[src/common/cis_pkg.sv]
/*
 * Constants for the card information structure block: structure layout,
 * configuration register block, configuration indexes, decode ranges and
 * register map on the Avalon-MM slave.
 * Assumes a single 40 MHz clock and a synchronous active-low reset.
 */
package cis_pkg;

    // ****************************************************************
    // Structure storage
    // ****************************************************************
    localparam int          CIS_BYTES     = 98;
    localparam int          CIS_IDX_W     = 7;
    localparam logic [11:0] CIS_BASE      = 12'h040;
    localparam logic [11:0] CFG_REG_BASE  = 12'h200;
    localparam logic [7:0]  CFG_PRESENT   = 8'h0F;
    localparam logic [7:0]  LAST_INDEX    = 8'h07;
    localparam logic [11:0] IFTYPE_ADDR   = 12'h038;
    localparam logic [7:0]  IFTYPE_ATA    = 8'h01;

    // ****************************************************************
    // Configuration indexes
    // ****************************************************************
    localparam logic [5:0]  IDX_MEM       = 6'h00;
    localparam logic [5:0]  IDX_IO_ANY    = 6'h01;
    localparam logic [5:0]  IDX_IO_PRI    = 6'h02;
    localparam logic [5:0]  IDX_IO_SEC    = 6'h03;

    // ****************************************************************
    // Decode ranges
    // ****************************************************************
    localparam logic [9:0]  PRI_TASK_LO   = 10'h1F0;
    localparam logic [9:0]  PRI_TASK_HI   = 10'h1F7;
    localparam logic [9:0]  PRI_CTRL_LO   = 10'h3F6;
    localparam logic [9:0]  PRI_CTRL_HI   = 10'h3F7;
    localparam logic [9:0]  SEC_TASK_LO   = 10'h170;
    localparam logic [9:0]  SEC_TASK_HI   = 10'h177;
    localparam logic [9:0]  SEC_CTRL_LO   = 10'h376;
    localparam logic [9:0]  SEC_CTRL_HI   = 10'h377;
    localparam int          ANY_LINES     = 4;
    localparam logic [3:0]  FIXED_IRQ     = 4'hE;
    localparam logic [10:0] MEM_SPAN      = 11'h7FF;

    // ****************************************************************
    // Avalon-MM register map (byte addresses)
    // ****************************************************************
    localparam logic [11:0] REG_COR       = 12'h200;
    localparam logic [11:0] REG_CSR       = 12'h204;
    localparam logic [11:0] REG_IOCHK     = 12'h208;
    localparam logic [11:0] REG_STATUS    = 12'h20C;
    localparam int          IDX_LSB       = 0;
    localparam int          LEVIRQ_BIT    = 6;
    localparam int          SRESET_BIT    = 7;
    localparam int          PWRDN_BIT     = 2;
    localparam logic [31:0] UNMAPPED_DATA = 32'h0000_0000;

    typedef enum logic [4:0] {
        CIS_MODE_MEM = 5'b00001,
        CIS_MODE_ANY = 5'b00010,
        CIS_MODE_PRI = 5'b00100,
        CIS_MODE_SEC = 5'b01000,
        CIS_MODE_OFF = 5'b10000
    } cis_mode_e;

endpackage : cis_pkg

[src/verilog/cis_cfg_decode.sv]
/*
 * Card information structure (attribute memory, basic disk features tuple
 * through the configuration table) plus the per-index address decode and
 * interrupt behaviour. Reached over Avalon-MM with waitrequest.
 * Assumes the host reads the structure, then writes one advertised index.
 */
// Notes on behaviour
// - single drive, no serial, silicon, no VPP
// - sleep, standby, idle supported, value seven
// - decode includes 0x3F7, index not emulated
// - last configuration entry index is seven
// - config registers at 0200h, 2-byte base field
// - config registers zero to three present
// - index zero uses wait and ready/busy
// - index zero no IRQ/IO, 2 KByte memory
// - I/O indexes: no wait, ready/busy active
// - index one decodes four lines, 8/16-bit
// - index one IRQ any line, masks FFh
// - I/O IRQ sharing, pulse and level modes
// - indexes two, three decode ten lines
// - index two task file 1F0-1F7
// - index two control 3F6-3F7
// - indexes two, three use IRQ fourteen
// - index three task file 170-177
// - index three control 376-377
// - power-down, read/write, no audio, one twin
// - disk interface type is card ATA
module cis_cfg_decode
    import cis_pkg::*;
(
    // Clock and reset
    input  wire logic        clk,
    input  wire logic        rst_n,
    // Avalon-MM slave, byte address
    input  wire logic [11:0] avs_address,
    input  wire logic        avs_read,
    input  wire logic        avs_write,
    input  wire logic [31:0] avs_writedata,
    input  wire logic [3:0]  avs_byteenable,
    output logic [31:0]      avs_readdata,
    output logic             avs_waitrequest,
    // Host access qualification
    input  wire logic [10:0] host_addr,
    input  wire logic        host_iord,
    input  wire logic        host_memrd,
    input  wire logic        host_busy_in,
    input  wire logic        host_irq_in,
    // Decode and signalling outputs
    output logic             io_hit,
    output logic             mem_hit,
    output logic             wait_used,
    output logic             rdy_bsy_n,
    output logic             irq_level_n,
    output logic             irq_pulse,
    output logic [3:0]       irq_line,
    output logic             io_is16_n,
    output logic [4:0]       cfg_mode
);
    import cis_pkg::*;

    // ****************************************************************
    // Structure contents, 0x040 onward, one byte per even address
    // ****************************************************************
    localparam logic [7:0] CIS_ROM [CIS_BYTES] = '{
        8'h04, 8'h07, 8'h1A, 8'h05, 8'h01, 8'h07, 8'h00, 8'h02,
        8'h0F, 8'h1B, 8'h0B, 8'hC0, 8'hC0, 8'hA1, 8'h27, 8'h55,
        8'h4D, 8'h5D, 8'h75, 8'h08, 8'h00, 8'h21, 8'h1B, 8'h06,
        8'h00, 8'h01, 8'h21, 8'hB5, 8'h1E, 8'h4D, 8'h1B, 8'h0D,
        8'hC1, 8'h41, 8'h99, 8'h27, 8'h55, 8'h4D, 8'h5D, 8'h75,
        8'h64, 8'hF0, 8'hFF, 8'hFF, 8'h21, 8'h1B, 8'h06, 8'h01,
        8'h01, 8'h21, 8'hB5, 8'h1E, 8'h4D, 8'h1B, 8'h12, 8'hC2,
        8'h41, 8'h99, 8'h27, 8'h55, 8'h4D, 8'h5D, 8'h75, 8'hEA,
        8'h61, 8'hF0, 8'h01, 8'h07, 8'hF6, 8'h03, 8'h01, 8'hEE,
        8'h21, 8'h1B, 8'h06, 8'h02, 8'h01, 8'h21, 8'hB5, 8'h1E,
        8'h4D, 8'h1B, 8'h12, 8'hC3, 8'h41, 8'h99, 8'h27, 8'h55,
        8'h4D, 8'h5D, 8'h75, 8'hEA, 8'h61, 8'h70, 8'h01, 8'h07,
        8'h76, 8'h03
    };
    // Entries: 0:1:5:6-7:8:12:13,19
    // 33:40:41-43:63:65-70:71
    // 21:linking bytes carry each tuple length

    // ****************************************************************
    // State
    // ****************************************************************
    typedef struct packed {
        logic [31:0] rdata;
        logic        wait_n;
        logic        busy;
        logic [5:0]  cfg_idx;
        logic        lev_irq;
        logic        pwr_dn;
        logic        io_hit;
        logic        mem_hit;
        logic        wait_used;
        logic        rdy_bsy_n;
        logic        irq_level_n;
        logic        irq_pulse;
        logic [3:0]  irq_line;
        logic        io_is16_n;
        logic        irq_prev;
        logic [4:0]  mode;
    } cis_state_s;

    cis_state_s st_r;
    cis_state_s st_nxt;

    cis_mode_e   mode_now;
    logic [11:0] rel_addr;
    logic [6:0]  rom_idx;
    logic        in_cis;
    logic [9:0]  a10;
    logic        io_dec;

    // ****************************************************************
    // Combinational next state
    // ****************************************************************
    always_comb begin
        st_nxt   = st_r;
        rel_addr = avs_address - CIS_BASE;
        rom_idx  = rel_addr[CIS_IDX_W:1];
        in_cis   = (avs_address >= CIS_BASE) && !avs_address[0]
                   && (rel_addr[11:1] < 11'(CIS_BYTES));
        a10      = host_addr[9:0];

        case (st_r.cfg_idx)
            IDX_MEM:    mode_now = CIS_MODE_MEM;
            IDX_IO_ANY: mode_now = CIS_MODE_ANY;
            IDX_IO_PRI: mode_now = CIS_MODE_PRI;
            IDX_IO_SEC: mode_now = CIS_MODE_SEC;
            default:    mode_now = CIS_MODE_OFF;
        endcase

        // Bus slave: one wait cycle, answer on the second edge
        st_nxt.wait_n = 1'b0;
        if ((avs_read || avs_write) && !st_r.busy) begin
            st_nxt.busy   = 1'b1;
            st_nxt.wait_n = 1'b1;
            st_nxt.rdata  = UNMAPPED_DATA;
            if (avs_read) begin
                if (in_cis)
                    st_nxt.rdata = {24'h0, CIS_ROM[rom_idx]};
                else if (avs_address == IFTYPE_ADDR)
                    st_nxt.rdata = {24'h0, IFTYPE_ATA};
                else if (avs_address == REG_COR)
                    st_nxt.rdata = {24'h0, st_r.lev_irq, 1'b0, st_r.cfg_idx};
                else if (avs_address == REG_CSR)
                    st_nxt.rdata = {29'h0, st_r.pwr_dn, 2'h0};
                else if (avs_address == REG_STATUS)
                    st_nxt.rdata = {27'h0, st_r.mode};
            end
        end else if (st_r.busy) begin
            st_nxt.busy = 1'b0;
            // Write lands on the edge at which the master sees waitrequest low
            if (avs_write && avs_byteenable[0]) begin
                // Structure is read-only; writes there are dropped
                if (avs_address == REG_COR) begin
                    st_nxt.cfg_idx = avs_writedata[5:0];
                    st_nxt.lev_irq = avs_writedata[LEVIRQ_BIT];
                    if (avs_writedata[SRESET_BIT]) begin
                        st_nxt.cfg_idx = IDX_MEM;
                        st_nxt.lev_irq = 1'b0;
                    end
                end else if (avs_address == REG_CSR) begin
                    st_nxt.pwr_dn = avs_writedata[PWRDN_BIT];
                end
            end
        end

        // Address decode per configuration
        io_dec = 1'b0;
        case (mode_now)
            CIS_MODE_ANY: io_dec = host_iord;
            CIS_MODE_PRI: io_dec = host_iord
                && (((a10 >= PRI_TASK_LO) && (a10 <= PRI_TASK_HI))
                 || ((a10 >= PRI_CTRL_LO) && (a10 <= PRI_CTRL_HI)));
            CIS_MODE_SEC: io_dec = host_iord
                && (((a10 >= SEC_TASK_LO) && (a10 <= SEC_TASK_HI))
                 || ((a10 >= SEC_CTRL_LO) && (a10 <= SEC_CTRL_HI)));
            CIS_MODE_MEM: io_dec = 1'b0;
            default:      io_dec = 1'b0;
        endcase
        st_nxt.io_hit    = io_dec;
        st_nxt.io_is16_n = !io_dec;
        st_nxt.mem_hit   = (mode_now == CIS_MODE_MEM) && host_memrd
                           && (host_addr <= MEM_SPAN);
        st_nxt.wait_used = (mode_now == CIS_MODE_MEM);
        st_nxt.rdy_bsy_n = !host_busy_in;
        st_nxt.mode      = mode_now;

        // Interrupt: none in memory mode or an unadvertised index, shared level or pulse for the I/O indexes
        st_nxt.irq_prev = host_irq_in;
        st_nxt.irq_level_n = 1'b1;
        st_nxt.irq_pulse   = 1'b0;
        if (mode_now != CIS_MODE_MEM && mode_now != CIS_MODE_OFF) begin
            st_nxt.irq_level_n = !(st_r.lev_irq && host_irq_in);
            st_nxt.irq_pulse   = !st_r.lev_irq && host_irq_in
                                 && !st_r.irq_prev;
        end
        // Any host line for index one, fixed fourteen for two and three
        st_nxt.irq_line = (mode_now == CIS_MODE_PRI || mode_now == CIS_MODE_SEC)
                          ? FIXED_IRQ : 4'h0;
    end

    always_ff @(posedge clk) begin
        if (!rst_n) begin
            st_r             <= '0;
            st_r.rdy_bsy_n   <= 1'b1;
            st_r.irq_level_n <= 1'b1;
            st_r.io_is16_n   <= 1'b1;
            st_r.wait_used   <= 1'b1;
            st_r.mode        <= CIS_MODE_MEM;
        end else begin
            st_r <= st_nxt;
        end
    end

    assign avs_readdata    = st_r.rdata;
    assign avs_waitrequest = !st_r.wait_n;
    assign io_hit          = st_r.io_hit;
    assign mem_hit         = st_r.mem_hit;
    assign wait_used       = st_r.wait_used;
    assign rdy_bsy_n       = st_r.rdy_bsy_n;
    assign irq_level_n     = st_r.irq_level_n;
    assign irq_pulse       = st_r.irq_pulse;
    assign irq_line        = st_r.irq_line;
    assign io_is16_n       = st_r.io_is16_n;
    assign cfg_mode        = st_r.mode;

    // ****************************************************************
    // Checks
    // ****************************************************************
    AST_PRI_RANGE: assert property (@(posedge clk) disable iff (!rst_n)
        (st_r.cfg_idx == IDX_IO_PRI && host_iord && host_addr[9:0] == 10'h1F0)
        |=> io_hit) else $error("primary task file not decoded");
    AST_PRI_CTRL: assert property (@(posedge clk) disable iff (!rst_n)
        (st_r.cfg_idx == IDX_IO_PRI && host_iord && host_addr[9:0] == 10'h3F7)
        |=> io_hit) else $error("primary control not decoded");
    AST_SEC_RANGE: assert property (@(posedge clk) disable iff (!rst_n)
        (st_r.cfg_idx == IDX_IO_SEC && host_iord && host_addr[9:0] == 10'h1F0)
        |=> !io_hit) else $error("secondary decoded primary address");
    AST_SEC_CTRL: assert property (@(posedge clk) disable iff (!rst_n)
        (st_r.cfg_idx == IDX_IO_SEC && host_iord && host_addr[9:0] == 10'h376)
        |=> io_hit) else $error("secondary control not decoded");
    AST_MEM_NOIO: assert property (@(posedge clk) disable iff (!rst_n)
        (st_r.cfg_idx == IDX_MEM) |=> !io_hit && irq_level_n && !irq_pulse)
        else $error("memory mode used I/O or interrupt");
    AST_WAIT_USE: assert property (@(posedge clk) disable iff (!rst_n)
        (st_r.cfg_idx == IDX_MEM) |=> wait_used) else $error("wait not used");
    AST_IO_NOWAIT: assert property (@(posedge clk) disable iff (!rst_n)
        (st_r.cfg_idx == IDX_IO_ANY) |=> !wait_used) else $error("wait in I/O mode");
    AST_IRQ14: assert property (@(posedge clk) disable iff (!rst_n)
        (st_r.cfg_idx == IDX_IO_SEC) |=> irq_line == 4'hE)
        else $error("wrong interrupt line");
    AST_ANY_DEC: assert property (@(posedge clk) disable iff (!rst_n)
        (st_r.cfg_idx == IDX_IO_ANY && host_iord) |=> io_hit && !io_is16_n)
        else $error("index one decode missed");
    AST_BUS_ANS: assert property (@(posedge clk) disable iff (!rst_n)
        ((avs_read || avs_write) && avs_waitrequest && !st_r.busy)
        |=> !avs_waitrequest ##1 avs_waitrequest)
        else $error("bus answer not in one cycle");
    AST_CIS_LAST: assert property (@(posedge clk) disable iff (!rst_n)
        (avs_read && avs_address == 12'h04A && avs_waitrequest && !st_r.busy)
        |=> avs_readdata == 32'h7) else $error("last index byte wrong");
    AST_IFTYPE: assert property (@(posedge clk) disable iff (!rst_n)
        (avs_read && avs_address == IFTYPE_ADDR && avs_waitrequest && !st_r.busy)
        |=> avs_readdata == {24'h0, IFTYPE_ATA}) else $error("interface type byte wrong");
    AST_RDY_FOLLOW: assert property (@(posedge clk) disable iff (!rst_n)
        host_busy_in |=> !rdy_bsy_n) else $error("ready/busy not following engine");
    AST_PRI_IRQ: assert property (@(posedge clk) disable iff (!rst_n)
        (st_r.cfg_idx == IDX_IO_PRI) |=> irq_line == FIXED_IRQ)
        else $error("primary interrupt line wrong");
    AST_ANY_LINE: assert property (@(posedge clk) disable iff (!rst_n)
        (st_r.cfg_idx == IDX_IO_ANY) |=> irq_line == 4'h0)
        else $error("index one line not left to host");

endmodule : cis_cfg_decode

[config.mk]
export PLATFORM = sky130hd
export DESIGN_NAME = cis_cfg_decode
export DESIGN_NICKNAME = d
export VERILOG_FILES = /design/src/common/cis_pkg.sv /design/src/verilog/cis_cfg_decode.sv
export SDC_FILE = /design/constraint.sdc
export NUM_CORES = 1
export LEC_CHECK = 0
export BUFFER_PORTS_ARGS = -buffer_cell sky130_fd_sc_hd__clkbuf_2
export CORE_MARGIN = 1.5
export CORE_UTILIZATION = 30
export CTS_CLUSTER_DIAMETER = 30
export DETAILED_ROUTE_END_ITERATION = 10
export PLACE_DENSITY_LB_ADDON = 0.12
export SYNTH_ARGS = -nofsm -noshare
export SYNTH_HDL_FRONTEND = slang
export SYNTH_SLANG_ARGS = --single-unit
[constraint.sdc]
create_clock -name clk -period 2.3 [get_ports clk]
set_clock_uncertainty 0.2 [all_clocks]
set_input_delay 0.115 -clock clk [delete_from_list [all_inputs] [get_ports clk]]
set_output_delay 0.115 -clock clk [all_outputs]
set_load 0.02 [all_outputs]
# After elaboration in Yosys (flattened, before gate mapping)
# Memory sizes are Yosys's and may differ from the RTL's.
# Index checks and enable logic that the tools add are counted.
dict set report classes {
  n_mux 14
  n_eq_ne 13
  n_bitwise 3
  n_lt_le_gt_ge 12
  n_addsub 1
  n_reduce_logical 32
}
# op count
set op_table {}
lappend op_table {{$mux 8} 6}
lappend op_table {{$eq 12x10->1 const B} 3}
lappend op_table {{$ge 10x10->1 const B} 2}
lappend op_table {{$ge 10x9->1 const B} 2}
lappend op_table {{$le 10x10->1 const B} 2}
lappend op_table {{$le 10x9->1 const B} 2}
lappend op_table {{$pmux 5 s4} 1}
lappend op_table {{$logic_and 1x1->1} 16}
lappend op_table {{$eq 12x6->1 const B} 1}
lappend op_table {{$eq 6x2->1 const B} 2}
lappend op_table {{$ge 12x7->1 const B} 1}
lappend op_table {{$sub 12x7->12 const B} 1}
lappend op_table {{$le 11x11->1 const B} 1}
lappend op_table {{$lt 11x7->1 const B} 1}
lappend op_table {{$mux 5} 2}
lappend op_table {{$ge 8x8->1 const B} 1}
lappend op_table {{$logic_not 1->1} 8}
lappend op_table {{$not 7->8} 1}
lappend op_table {{$mux 7} 1}
lappend op_table {{$eq 6x1->1 const B} 1}
lappend op_table {{$logic_not 6->1} 1}
lappend op_table {{$eq 5x1->1 const B} 1}
lappend op_table {{$eq 5x2->1 const B} 1}
lappend op_table {{$eq 5x3->1 const B} 1}
lappend op_table {{other kinds (11)} 16}
dict set report totals {
  ff_bits 35
  memories 1
  in_bits 67
  romBits 1024
  elab_cells 92
  output_inout_bits 49
}
# name words width read_ports rd_ports_with_merged_regs wr line_no
set memory_table {}
lappend memory_table {{(name not given)} 128 8 1 0 0 cis_cfg_decode.sv:142} ;# st_nxt.rdata = {24'h0, CIS_ROM[rom_idx]};

# Longest topological paths before layout
# Gate-level depths: netlist of the first run.
dict set report logic_depth {
  ltp_word 7
  depth_mapped 10
}

# Worst setup path before layout of the first run
# OpenSTA, ideal clock, no wires.
dict set report synth_timing {
  path_type {in2reg}
  from {in avs_address[3]}
  to {reg st_r, in the netlist avs_readdata[6]}
  setup_ns 0.059
  arrival_ns 2.206
  setup_slack_ns -0.166
  cell_stages 9
  required_ns 2.041
  path_buffers 2
  cell_sequence {buf_2 > inv_1 > clkbuf_1 > ha_1 > or3b_1 > a211oi_2 > nand3_2 > a2111oi_2 > a221o_1}
}
dict set report synth_between {
  elab_chain_len 7
  word_cells_on_any_way 13
  cone_classes {1 x add/sub; 2 x order compare; 1 x eq/ne; 5 x mux; 1 x bitwise; 2 x reduce/logical; 1 x memory}
}
# item line_no
set synth_rtl {}
lappend synth_rtl {{from (decl)} cis_cfg_decode.sv:35} ;# input wire logic [11:0] avs_address,
lappend synth_rtl {{$sub 12x7->12} cis_cfg_decode.sv:120} ;# rel_addr = avs_address - CIS_BASE;
lappend synth_rtl {{$not 7->8 (implied by the code)} cis_cfg_decode.sv:142}
lappend synth_rtl {{$mem_v2 128x8} -}
lappend synth_rtl {{$mux 8 (implied by the code) (2 in series)} cis_cfg_decode.sv:142}
lappend synth_rtl {{$mux 8 (*)} cis_cfg_decode.sv:141} ;# if (in_cis)
lappend synth_rtl {{$mux 8 (*)} cis_cfg_decode.sv:140} ;# if (avs_read) begin
lappend synth_rtl {{to (signal assigned)} cis_cfg_decode.sv:214} ;# st_r <= st_nxt;
lappend synth_rtl {{to (decl)} cis_cfg_decode.sv:105} ;# cis_state_s st_r;
# Every way passes the cells marked *; elsewhere a longest branch is shown, timed or not. The select of a mux whose other input is x is not followed.
# A chain may end at the register's enable or synchronous reset.

# Final worst setup path of the first run
dict set report layout_timing {
  from {in avs_address[6]}
  to {reg st_r[20] (netlist bit)}
}
dict set report layout_between {
  elab_chain_len 2
}
# item line_no
set layout_rtl {}
lappend layout_rtl {{$eq 12x10->1} cis_cfg_decode.sv:157} ;# if (avs_address == REG_COR) begin
lappend layout_rtl {{$reduce_and 4->1 (no source line)} -}
# No other way between the ends.

==> out/metrics.yaml, run 1 <==
status:
  outcome: "finished clean"
setup_path:
  startpoint_type: "input pin"
  critPathKind: "input pin to flop"
  critPathArrivalTime_ps: 2110
  critPathBufInv: 4
  cp_slowest_cell: "dlygate4sd3_1"
  critPathMaxStageDelay_ps: 560
  worstPathRequired_ps: 2310
  cp_top_family: "buffers and inverters"
  crit_path_end_kind: "flop"
  crit_path_max_fanout: 9
  crit_chain: "clkbuf_2 > inv_1 > ha_1 > nand2b_1 > nor4_4 > buf_4 > and3_2 > nand3b_1 > dlygate4sd3_1 > a21oi_1"
logic_synthesis:
  netlist_instances: 416
  synth_flop_cell: "dfxtp_1"
  syn_avg_cell_area_um2: 7.58
  synth_seq_cells: 31
  ys_async_sr_fraction_pct: 0
  synth_edf_count: 0
  syn-cell-area_um2: 3150
  ys_seq_area_share_pct: 19.7
  synth_warnings: 0
  ys_types: 67
clock_network:
  cts_sinks: 31
  cts_buffer_depth: 2
  numCtsBuffers: 5
  cts_setup_buffers: 0
  cts.clk_slew.worst_paths_ps: 60
  h-tree-depth: 2
  tritoncts: "built"
  cts_root_buffer: "clkbuf_8"
  clock_latency_ps: 280
routing:
  vias: 3239
  wl_per_cell_um: 16.0
  drt-total-wl_um: 9880
  drtIter0Drc: 234
  drtPass1Iterations: 5
  post-route-drc-count: 0
  final_antenna_net_count: 0
  via_per_inst: 5.23
die:
  fp.dieW_um: 106
  initial_utilization_pct: 30.7
  die_area_um2: 11100
  dieHeight_um: 106
  rows: 37
  io_pins: 116
  core_area_um2: 10300
timing:
  hold_violations: 0
  rsz0062_at_grt: "no"
  final_max_slew_viol_count: 0
  fmaxAchievable_mhz: 475
  period_share_pct: 91.5
  layout_min_cycle_time_ps: 2110
  final.setup.tns_ps: 0
  setup_viol: 0
pwr:
  leakage_nw: 1.63
  power_density_nw_per_um2: 375
  vdd_drop_max_mv: 0.208
  power_mw: 1.43
cells_and_area:
  layout-drive-gt1-share_pct: 23.4
  layout_common_cells: "61 x clkbuf_2, 42 x nand2_1, 31 x dfxtp_1"
  multi_input_area_um2: 2120
  antenna_cells: 0
  final_nets: 566
  design_area_um2: 3800
  stdcell_count: 619
  num-fill-cells: 1100
  areaGrowthSynthToFinish_pct: 20.5
  register_area_um2: 621
  final_common_cell: "clkbuf_2"
placed_design:
  gp_congestion: 0.901
  port_buffers: 61
  placed_area_um2: 3530
  dp_hpwl_um: 7480
  dp.cells: 593
global_routing:
  grt_antenna_before_repair: 0
  grt_overflow: 0
  grt_pass1_vias: 2967
  grt_pass1_wl_um: 15700
  grt_max_degree: 49
  grtUsageTotal_pct: 17.7
worst_hold_path:
  hp-class: "input pin to flop"
run:
  maxCapViolCount: 0
worst min-delay path: stages:
cell	delay, ps
clkbuf_2	90
nand2_1	60
nor3_1	40
a21oi_1	140
nor2_1	60
power by group:
group          internal, mW  total (mW)  leakage (nW)  switching (mW)
clock                 0.201       0.385        0.0371           0.184
sequential            0.542       0.544         0.251         0.00188
combinational         0.198       0.497          1.34           0.299
per-stage QoR:
step | setup slack [ps] | utilization [%] | hold slack (ps)
finish | 195 | 37.0 | 63.3
global route | 31.9 | 37.0 | 94.1
CTS | 118 | 37.0 | 59.6
detailed placement | 91.1 | 34.3 | 89.4
global placement | 102 | 34.3 | 67.8
floorplan | 6.26 | - | -23.1
cell usage after synthesis, drive strengths merged (4+ instances only):
cell    instances  area share (%)
ha             15             6.0
nor3            6            0.95
o21ai          24             3.8
a211oi          7             1.8
a22oi           8             1.9
a31oi           5            0.99
o211ai          7             1.7
nand3b          8             1.9
nor2           17             2.0
clkbuf         16             1.9
dfxtp          31              20
a221oi          5             1.4
mux2i          11             3.5
and2            4            0.79
a21oi          24             3.8
nand2b         10             2.0
nor2b          13             2.6
o311ai          4             1.1
inv            13             1.5
buf            58              13
nand2          42             5.0
nand3          11             1.9
and3           13             2.6
logic make-up (layout without fill, tap and decap cells):
logic type,Yosys count,after routing,share of synthesized area (%)
AND/OR/NAND/NOR,143,143,25.1
AO/OA/AOI/OAI,120,120,26.5
buffers and inverters,88,131,16.1
flip-flops,31,31,19.7
multiplexers,16,16,5.99
adder cells (fa/ha/maj),15,15,5.95
XOR/XNOR,2,2,0.555
other,1,25,0.119
state kept, by name, indices dropped and copies added, names as in the netlist:
register / cells
st_r: 10
avs_readdata: 8
cfg_mode: 5
io_hit: 1
io_is16_n: 1
irq_level_n: 1
irq_line: 1
irq_pulse: 1
mem_hit: 1
rdy_bsy_n: 1
wait_used: 1
cell type report:
class | instances | share of cell area (%)
clock buffers | 6 | 1.91
inverters | 14 | 1.38
multi-input cells | 321 | 55.7
flip-flops and latches | 31 | 16.3
well taps | 136 | 4.48
repair buffers | 111 | 20.2
timing repair:
action                                  4_1_cts  5_1_grt
endpoints found under the hold margin        15        0
hold buffers                                 20        0
endpoints found under the setup margin        0        5
gates resized for setup                       0        1
final timing paths:
path	endpoint	depth (start not counted)	startpoint	slack [ps]
worst max-delay path	st_r[20]$_SDFFE_PN0P_	10	avs_address[6]	190
worst min-delay path	io_hit$_SDFF_PN0_	5	host_addr[7]	60
worst max register to register	st_r[20]$_SDFFE_PN0P_	5	st_r[25]$_SDFF_PN0_	420
worst min register to register	irq_level_n$_SDFF_PN1_	1	st_r[18]$_SDFFE_PN0P_	260
per-layer routing:
metal | up-vias | GRT usage (%) | share of wire, %
met5 | - | 0 | 0
met4 | 0 | 4.44 | 1.4
met3 | 10 | 2.54 | 5.5
met2 | 115 | 27.4 | 45
met1 | 1528 | 25.8 | 48
li1 | 1586 | - | -
No activity file was read; power rests on OpenSTA's default activity.
==> run 2: changes to the inputs <==
--- a/config.mk
+++ b/config.mk
@@ -10,7 +10,7 @@
 export CORE_UTILIZATION = 30
 export CTS_CLUSTER_DIAMETER = 30
 export DETAILED_ROUTE_END_ITERATION = 10
-export PLACE_DENSITY_LB_ADDON = 0.12
+export PLACE_DENSITY_LB_ADDON = 0.08
 export SYNTH_ARGS = -nofsm -noshare
 export SYNTH_HDL_FRONTEND = slang
 export SYNTH_SLANG_ARGS = --single-unit
==> run 2 against run 1 <==
- sequential share of layout area decreased by 0.35 points
- total power increased by 13%
- routed wire length increased by 2.2%
- sequential power about the same
- clock power increased by 44%
- maximum frequency decreased by 3.9%
- hold slack got worse by 6.0 ps
- final area increased by 2.2%
- non-clock buffer count increased by 7
- critical endpoint is now st_r[19]$_SDFFE_PN0P_
- critical path type unchanged
- via count about the same
==> out/metrics.yaml, run 2 (synthesis results as in run 1) <==
setup_path:
  critPathKind: "input pin to flop"
  crit_path_max_fanout: 9
  critPathArrivalTime_ps: 2200
  r2r_slack_ps: 340
  reg2regPathDepth: 5
  reg2reg_to: "st_r[19]$_SDFFE_PN0P_"
  crit_path_end_kind: "flop"
  startpoint_type: "input pin"
  worstPathRequired_ps: 2310
  rr_startpoint: "st_r[25]$_SDFF_PN0_"
clock_network:
  tritoncts: "built"
  cts_sinks: 31
  numCtsBuffers: 5
  cts.clk_slew.worst_paths_ps: 70
  cts_resized: 0
  cts_root_buffer: "clkbuf_8"
  h-tree-depth: 2
  clock_latency_ps: 280
  cts_setup_buffers: 0
  cts_buffer_depth: 2
pwr:
  power_density_nw_per_um2: 413
  leakage_nw: 1.68
  power_mw: 1.61
  vdd_drop_max_mv: 0.289
die:
  dieHeight_um: 106
  rows: 37
  io_pins: 116
  core_area_um2: 10300
  die_area_um2: 11100
  fp.dieW_um: 106
  initial_utilization_pct: 30.7
worst_hold_path:
  hp-start: "host_addr[7]"
  hp-class: "input pin to flop"
  min_path_cells: 5
  whs_endpoint: "io_hit$_SDFF_PN0_"
placed_design:
  gp_congestion: 0.849
  placed_area_um2: 3570
  dp.cells: 600
  port_buffers: 61
  dp_hpwl_um: 7550
  place_ws_ps: 73.4
cells_and_area:
  final_common_cell: "clkbuf_2"
  fin_util_pct: 37.8
  num-fill-cells: 1105
  antenna_cells: 0
  regMostFlops: "st_r"
  layout_common_cells: "61 x clkbuf_2, 42 x nand2_1, 35 x buf_4"
  final_nets: 573
  stdcell_count: 628
  layout-drive-gt1-share_pct: 24.8
  areaGrowthSynthToFinish_pct: 23.2
  design_area_um2: 3880
  largest_reg_flops: 10
global_routing:
  grtUsageTotal_pct: 18.1
  grt_pass1_vias: 3049
  grt_max_degree: 48
  grt_antenna_before_repair: 0
  grt_pass1_wl_um: 16200
  grt_overflow: 0
run:
  maxCapViolCount: 0
timing:
  final_max_slew_viol_count: 0
  hold_violations: 0
  fmaxAchievable_mhz: 457
  layout_min_cycle_time_ps: 2190
  final.setup.tns_ps: 0
  setup_ws_ps: 110
  setup_viol: 0
  rsz0062_at_grt: "no"
  period_share_pct: 95.2
  fin_hold_ws_ps: 57.4
routing:
  final_antenna_net_count: 0
  drt-total-wl_um: 10100
  drtIter0Drc: 218
  vias: 3238
  wl_per_cell_um: 16.1
  via_per_inst: 5.16
  post-route-drc-count: 0
  drtPass1Iterations: 5
status:
  outcome: "finished clean"
-- run 2: area by class of cell --
class / instances / area [um2] / area share, %
Multi-Input combinational cell: 321 / 2120 / 54.5
Clock inverter: 2 / 35.0 / 0.902
Inverter: 14 / 52.6 / 1.35
Clock buffer: 6 / 82.6 / 2.13
Timing Repair Buffer: 118 / 808 / 20.8
Sequential cell: 31 / 621 / 16.0
Tap cell: 136 / 170 / 4.38
-- run 2: layer usage --
metal | global-route usage [%] | up-vias | share of wire, % | routed length, um
li1 | - | 1598 | - | -
met1 | 26.3 | 1510 | 49 | 4930
met3 | 2.60 | 10 | 4.5 | 453
met5 | 0 | - | 0 | 0
met2 | 28.2 | 120 | 45 | 4600
met4 | 4.05 | 0 | 1.2 | 119
-- run 2: how the worst max path moves through the flow --
| stage | to | depth (start not counted) | start |
|---|---|---|---|
| 3_5_place_dp | avs_readdata[1]$_SDFFE_PN0P_ | 8 | avs_address[2] |
| 2_1_floorplan | avs_readdata[6]$_SDFFE_PN0P_ | 9 | avs_address[3] |
| 4_1_cts | st_r[18]$_SDFFE_PN0P_ | 8 | avs_address[5] |
| 6_report | st_r[19]$_SDFFE_PN0P_ | 8 | avs_address[5] |
| 3_3_place_gp | avs_readdata[2]$_SDFFE_PN0P_ | 8 | avs_address[1] |
| 5_1_grt | st_r[22]$_SDFFE_PN0P_ | 8 | avs_address[5] |
-- run 2: repair_timing --
item / CTS / global route
endpoints found under the setup margin: 0 / 0
endpoints found under the hold margin: 15 / 0
hold buffers: 20 / 0
-- run 2: worst max-delay path, cell delays in order --
cell and delay (ps):
clkbuf_2 180, or3b_1 440, nor4_4 140, buf_4 190, and3_1 300, nand3b_1 110, dlygate4sd3_1 570, a21oi_1 140
-- run 2: power by group --
group | internal (mW) | switching, mW | total (mW)
logic | 0.204 | 0.302 | 0.506
registers | 0.542 | 0.00186 | 0.543
clock network | 0.350 | 0.206 | 0.556
total | 1.10 | 0.509 | 1.61
==> run 3: changes to the inputs <==
==> constraint.sdc (replaced) <==
create_clock -name clk -period 2.3 [get_ports clk]
set_clock_uncertainty 0.2 [all_clocks]
set_input_delay 0.575 -clock clk [delete_from_list [all_inputs] [get_ports clk]]
set_output_delay 0.575 -clock clk [all_outputs]
set_load 0.02 [all_outputs]
==> run 3 against run 2 <==
- maximum frequency is 2.0% lower
- die area stayed put
- critical path depth stayed put
- largest power group is now combinational logic
- sequential power hardly changed
- register-to-register slack better by 350 ps
- routed wire length is 2.4% higher
- first-iteration DRC count is 24% lower
- clock-buffer cell count is 1 lower
- global-route usage is 0.46 points higher
- via count is 0.59% higher
- clock power is 26% lower
- setup slack worse by 45 ps
==> out/metrics.yaml, run 3 (synthesis results as in run 1) <==
setup_path:
  critPathArrivalTime_ps: 2260
  critPathMaxStageDelay_ps: 350
  cpMostUsedCell: "buf_4"
  cp_top_family: "compound AO/OA/AOI/OAI gates"
  worstPathRequired_ps: 2330
  startpoint_type: "input pin"
  rr_startpoint: "st_r[25]$_SDFF_PN0_"
  crit_path_end_kind: "flop"
  r2r_slack_ps: 690
  critPathKind: "input pin to flop"
  reg2reg_to: "avs_readdata[4]$_SDFFE_PN0P_"
  crit_chain: "clkbuf_2 > buf_4 > buf_4 > mux2_2 > o221ai_1 > nand3_1 > a221oi_2 > a311o_1"
  cp_slowest_cell: "mux2_2"
  crit_path_max_fanout: 14
  reg2regPathDepth: 5
  critPathBufInv: 3
timing:
  layout_min_cycle_time_ps: 2230
  fin_hold_ws_ps: 240
  hold_violations: 0
  period_share_pct: 97.1
  setup_viol: 0
  rsz0062_at_grt: "no"
  final.setup.tns_ps: 0
  final_max_slew_viol_count: 0
  fmaxAchievable_mhz: 448
status:
  outcome: "finished clean"
cells_and_area:
  final_nets: 596
  num-fill-cells: 1128
  regMostFlops: "st_r"
  fin_util_pct: 39.3
  areaGrowthSynthToFinish_pct: 27.9
  largest_reg_flops: 10
  design_area_um2: 4040
  antenna_cells: 0
  layout_common_cells: "77 x buf_4, 61 x clkbuf_2, 42 x nand2_1"
  final_common_cell: "buf_4"
  layout-drive-gt1-share_pct: 34.4
routing:
  post-route-drc-count: 0
  drt-total-wl_um: 10300
  vias: 3257
  drtPass1Iterations: 4
  drtIter0Drc: 166
  via_per_inst: 5.00
  final_antenna_net_count: 0
  wl_per_cell_um: 15.9
global_routing:
  grt_overflow: 0
  grt_max_degree: 35
  grt_antenna_before_repair: 0
  grt_pass1_wl_um: 16100
  grt_pass1_vias: 2958
  grtUsageTotal_pct: 18.6
die:
  core_area_um2: 10300
  dieHeight_um: 106
  die_area_um2: 11100
  rows: 37
  initial_utilization_pct: 30.7
  io_pins: 116
  fp.dieW_um: 106
worst_hold_path:
  hp-class: "input pin to flop"
  whs_endpoint: "rdy_bsy_n$_SDFF_PN1_"
  min_path_cells: 2
  hp-start: "host_busy_in"
clock_network:
  cts_hold_buf: 0
  h-tree-depth: 2
  cts_buffer_depth: 2
  cts_root_buffer: "clkbuf_8"
  cts_sinks: 31
  tritoncts: "built"
  cts_setup_buffers: 0
  cts.clk_slew.worst_paths_ps: 70
  clock_latency_ps: 280
  numCtsBuffers: 5
placed_design:
  port_buffers: 61
  placed_area_um2: 3920
  dp_hpwl_um: 8270
  gp_congestion: 0.890
pwr:
  leakage_nw: 1.82
  power_mw: 1.52
  power_density_nw_per_um2: 376
  vdd_drop_max_mv: 0.276
run:
  maxCapViolCount: 0
run 3: final cells by class:
type / count / area (um2) / share of cell area [%]
well taps: 136 / 170 / 4.22
clock inverters: 3 / 15.0 / 0.372
repair buffers: 141 / 935 / 23.2
inverters: 14 / 62.6 / 1.55
flip-flops and latches: 31 / 621 / 15.4
clock buffers: 5 / 68.8 / 1.71
multi-input cells: 321 / 2160 / 53.6
run 3: repair_timing:
item	in CTS	in global routing
gates resized for setup	0	10
setup endpoints to repair	1	8
pin swaps	1	0
run 3: worst max-delay path by stage:
stage / startpoint / end / slack, ps / cells after the start
after floorplan: avs_address[3] / avs_readdata[5]$_SDFFE_PN0P_ / -130 / 10
after global placement: avs_address[1] / avs_readdata[7]$_SDFFE_PN0P_ / -300 / 9
after detailed placement: avs_address[1] / avs_readdata[7]$_SDFFE_PN0P_ / -290 / 9
after CTS: avs_address[1] / avs_readdata[5]$_SDFFE_PN0P_ / 5 / 10
after global routing: avs_address[2] / avs_readdata[1]$_SDFFE_PN0P_ / 8 / 9
final: avs_address[2] / avs_readdata[1]$_SDFFE_PN0P_ / 70 / 8
run 3: power breakdown:
group	leakage [nW]	switching [mW]	internal, mW
logic	1.52	0.320	0.243
registers	0.251	0.00189	0.542
clock network	0.0477	0.204	0.207
run 3: layer usage:
layer,part of all wire (%),global-route usage (%),up-vias
met5,0,0,-
met4,1.5,5.02,0
met3,4.6,2.60,10
met2,44,27.7,89
met1,50,27.7,1516
li1,-,-,1642
run 3: worst reg2reg max path: stages (launching register included):
cell,delay [ps]
dfxtp_1,320
and3b_1,340
nand3_1,130
nor3b_2,260
a211oi_1,120
a22oi_1,170
run 3: metrics by stage:
stage / cells / setup WS, ps
after floorplan: 440 / -128
after global placement: 643 / -304
after detailed placement: 643 / -290
after CTS: 651 / 5.25
after global routing: 651 / 7.71
final: 651 / 65.7
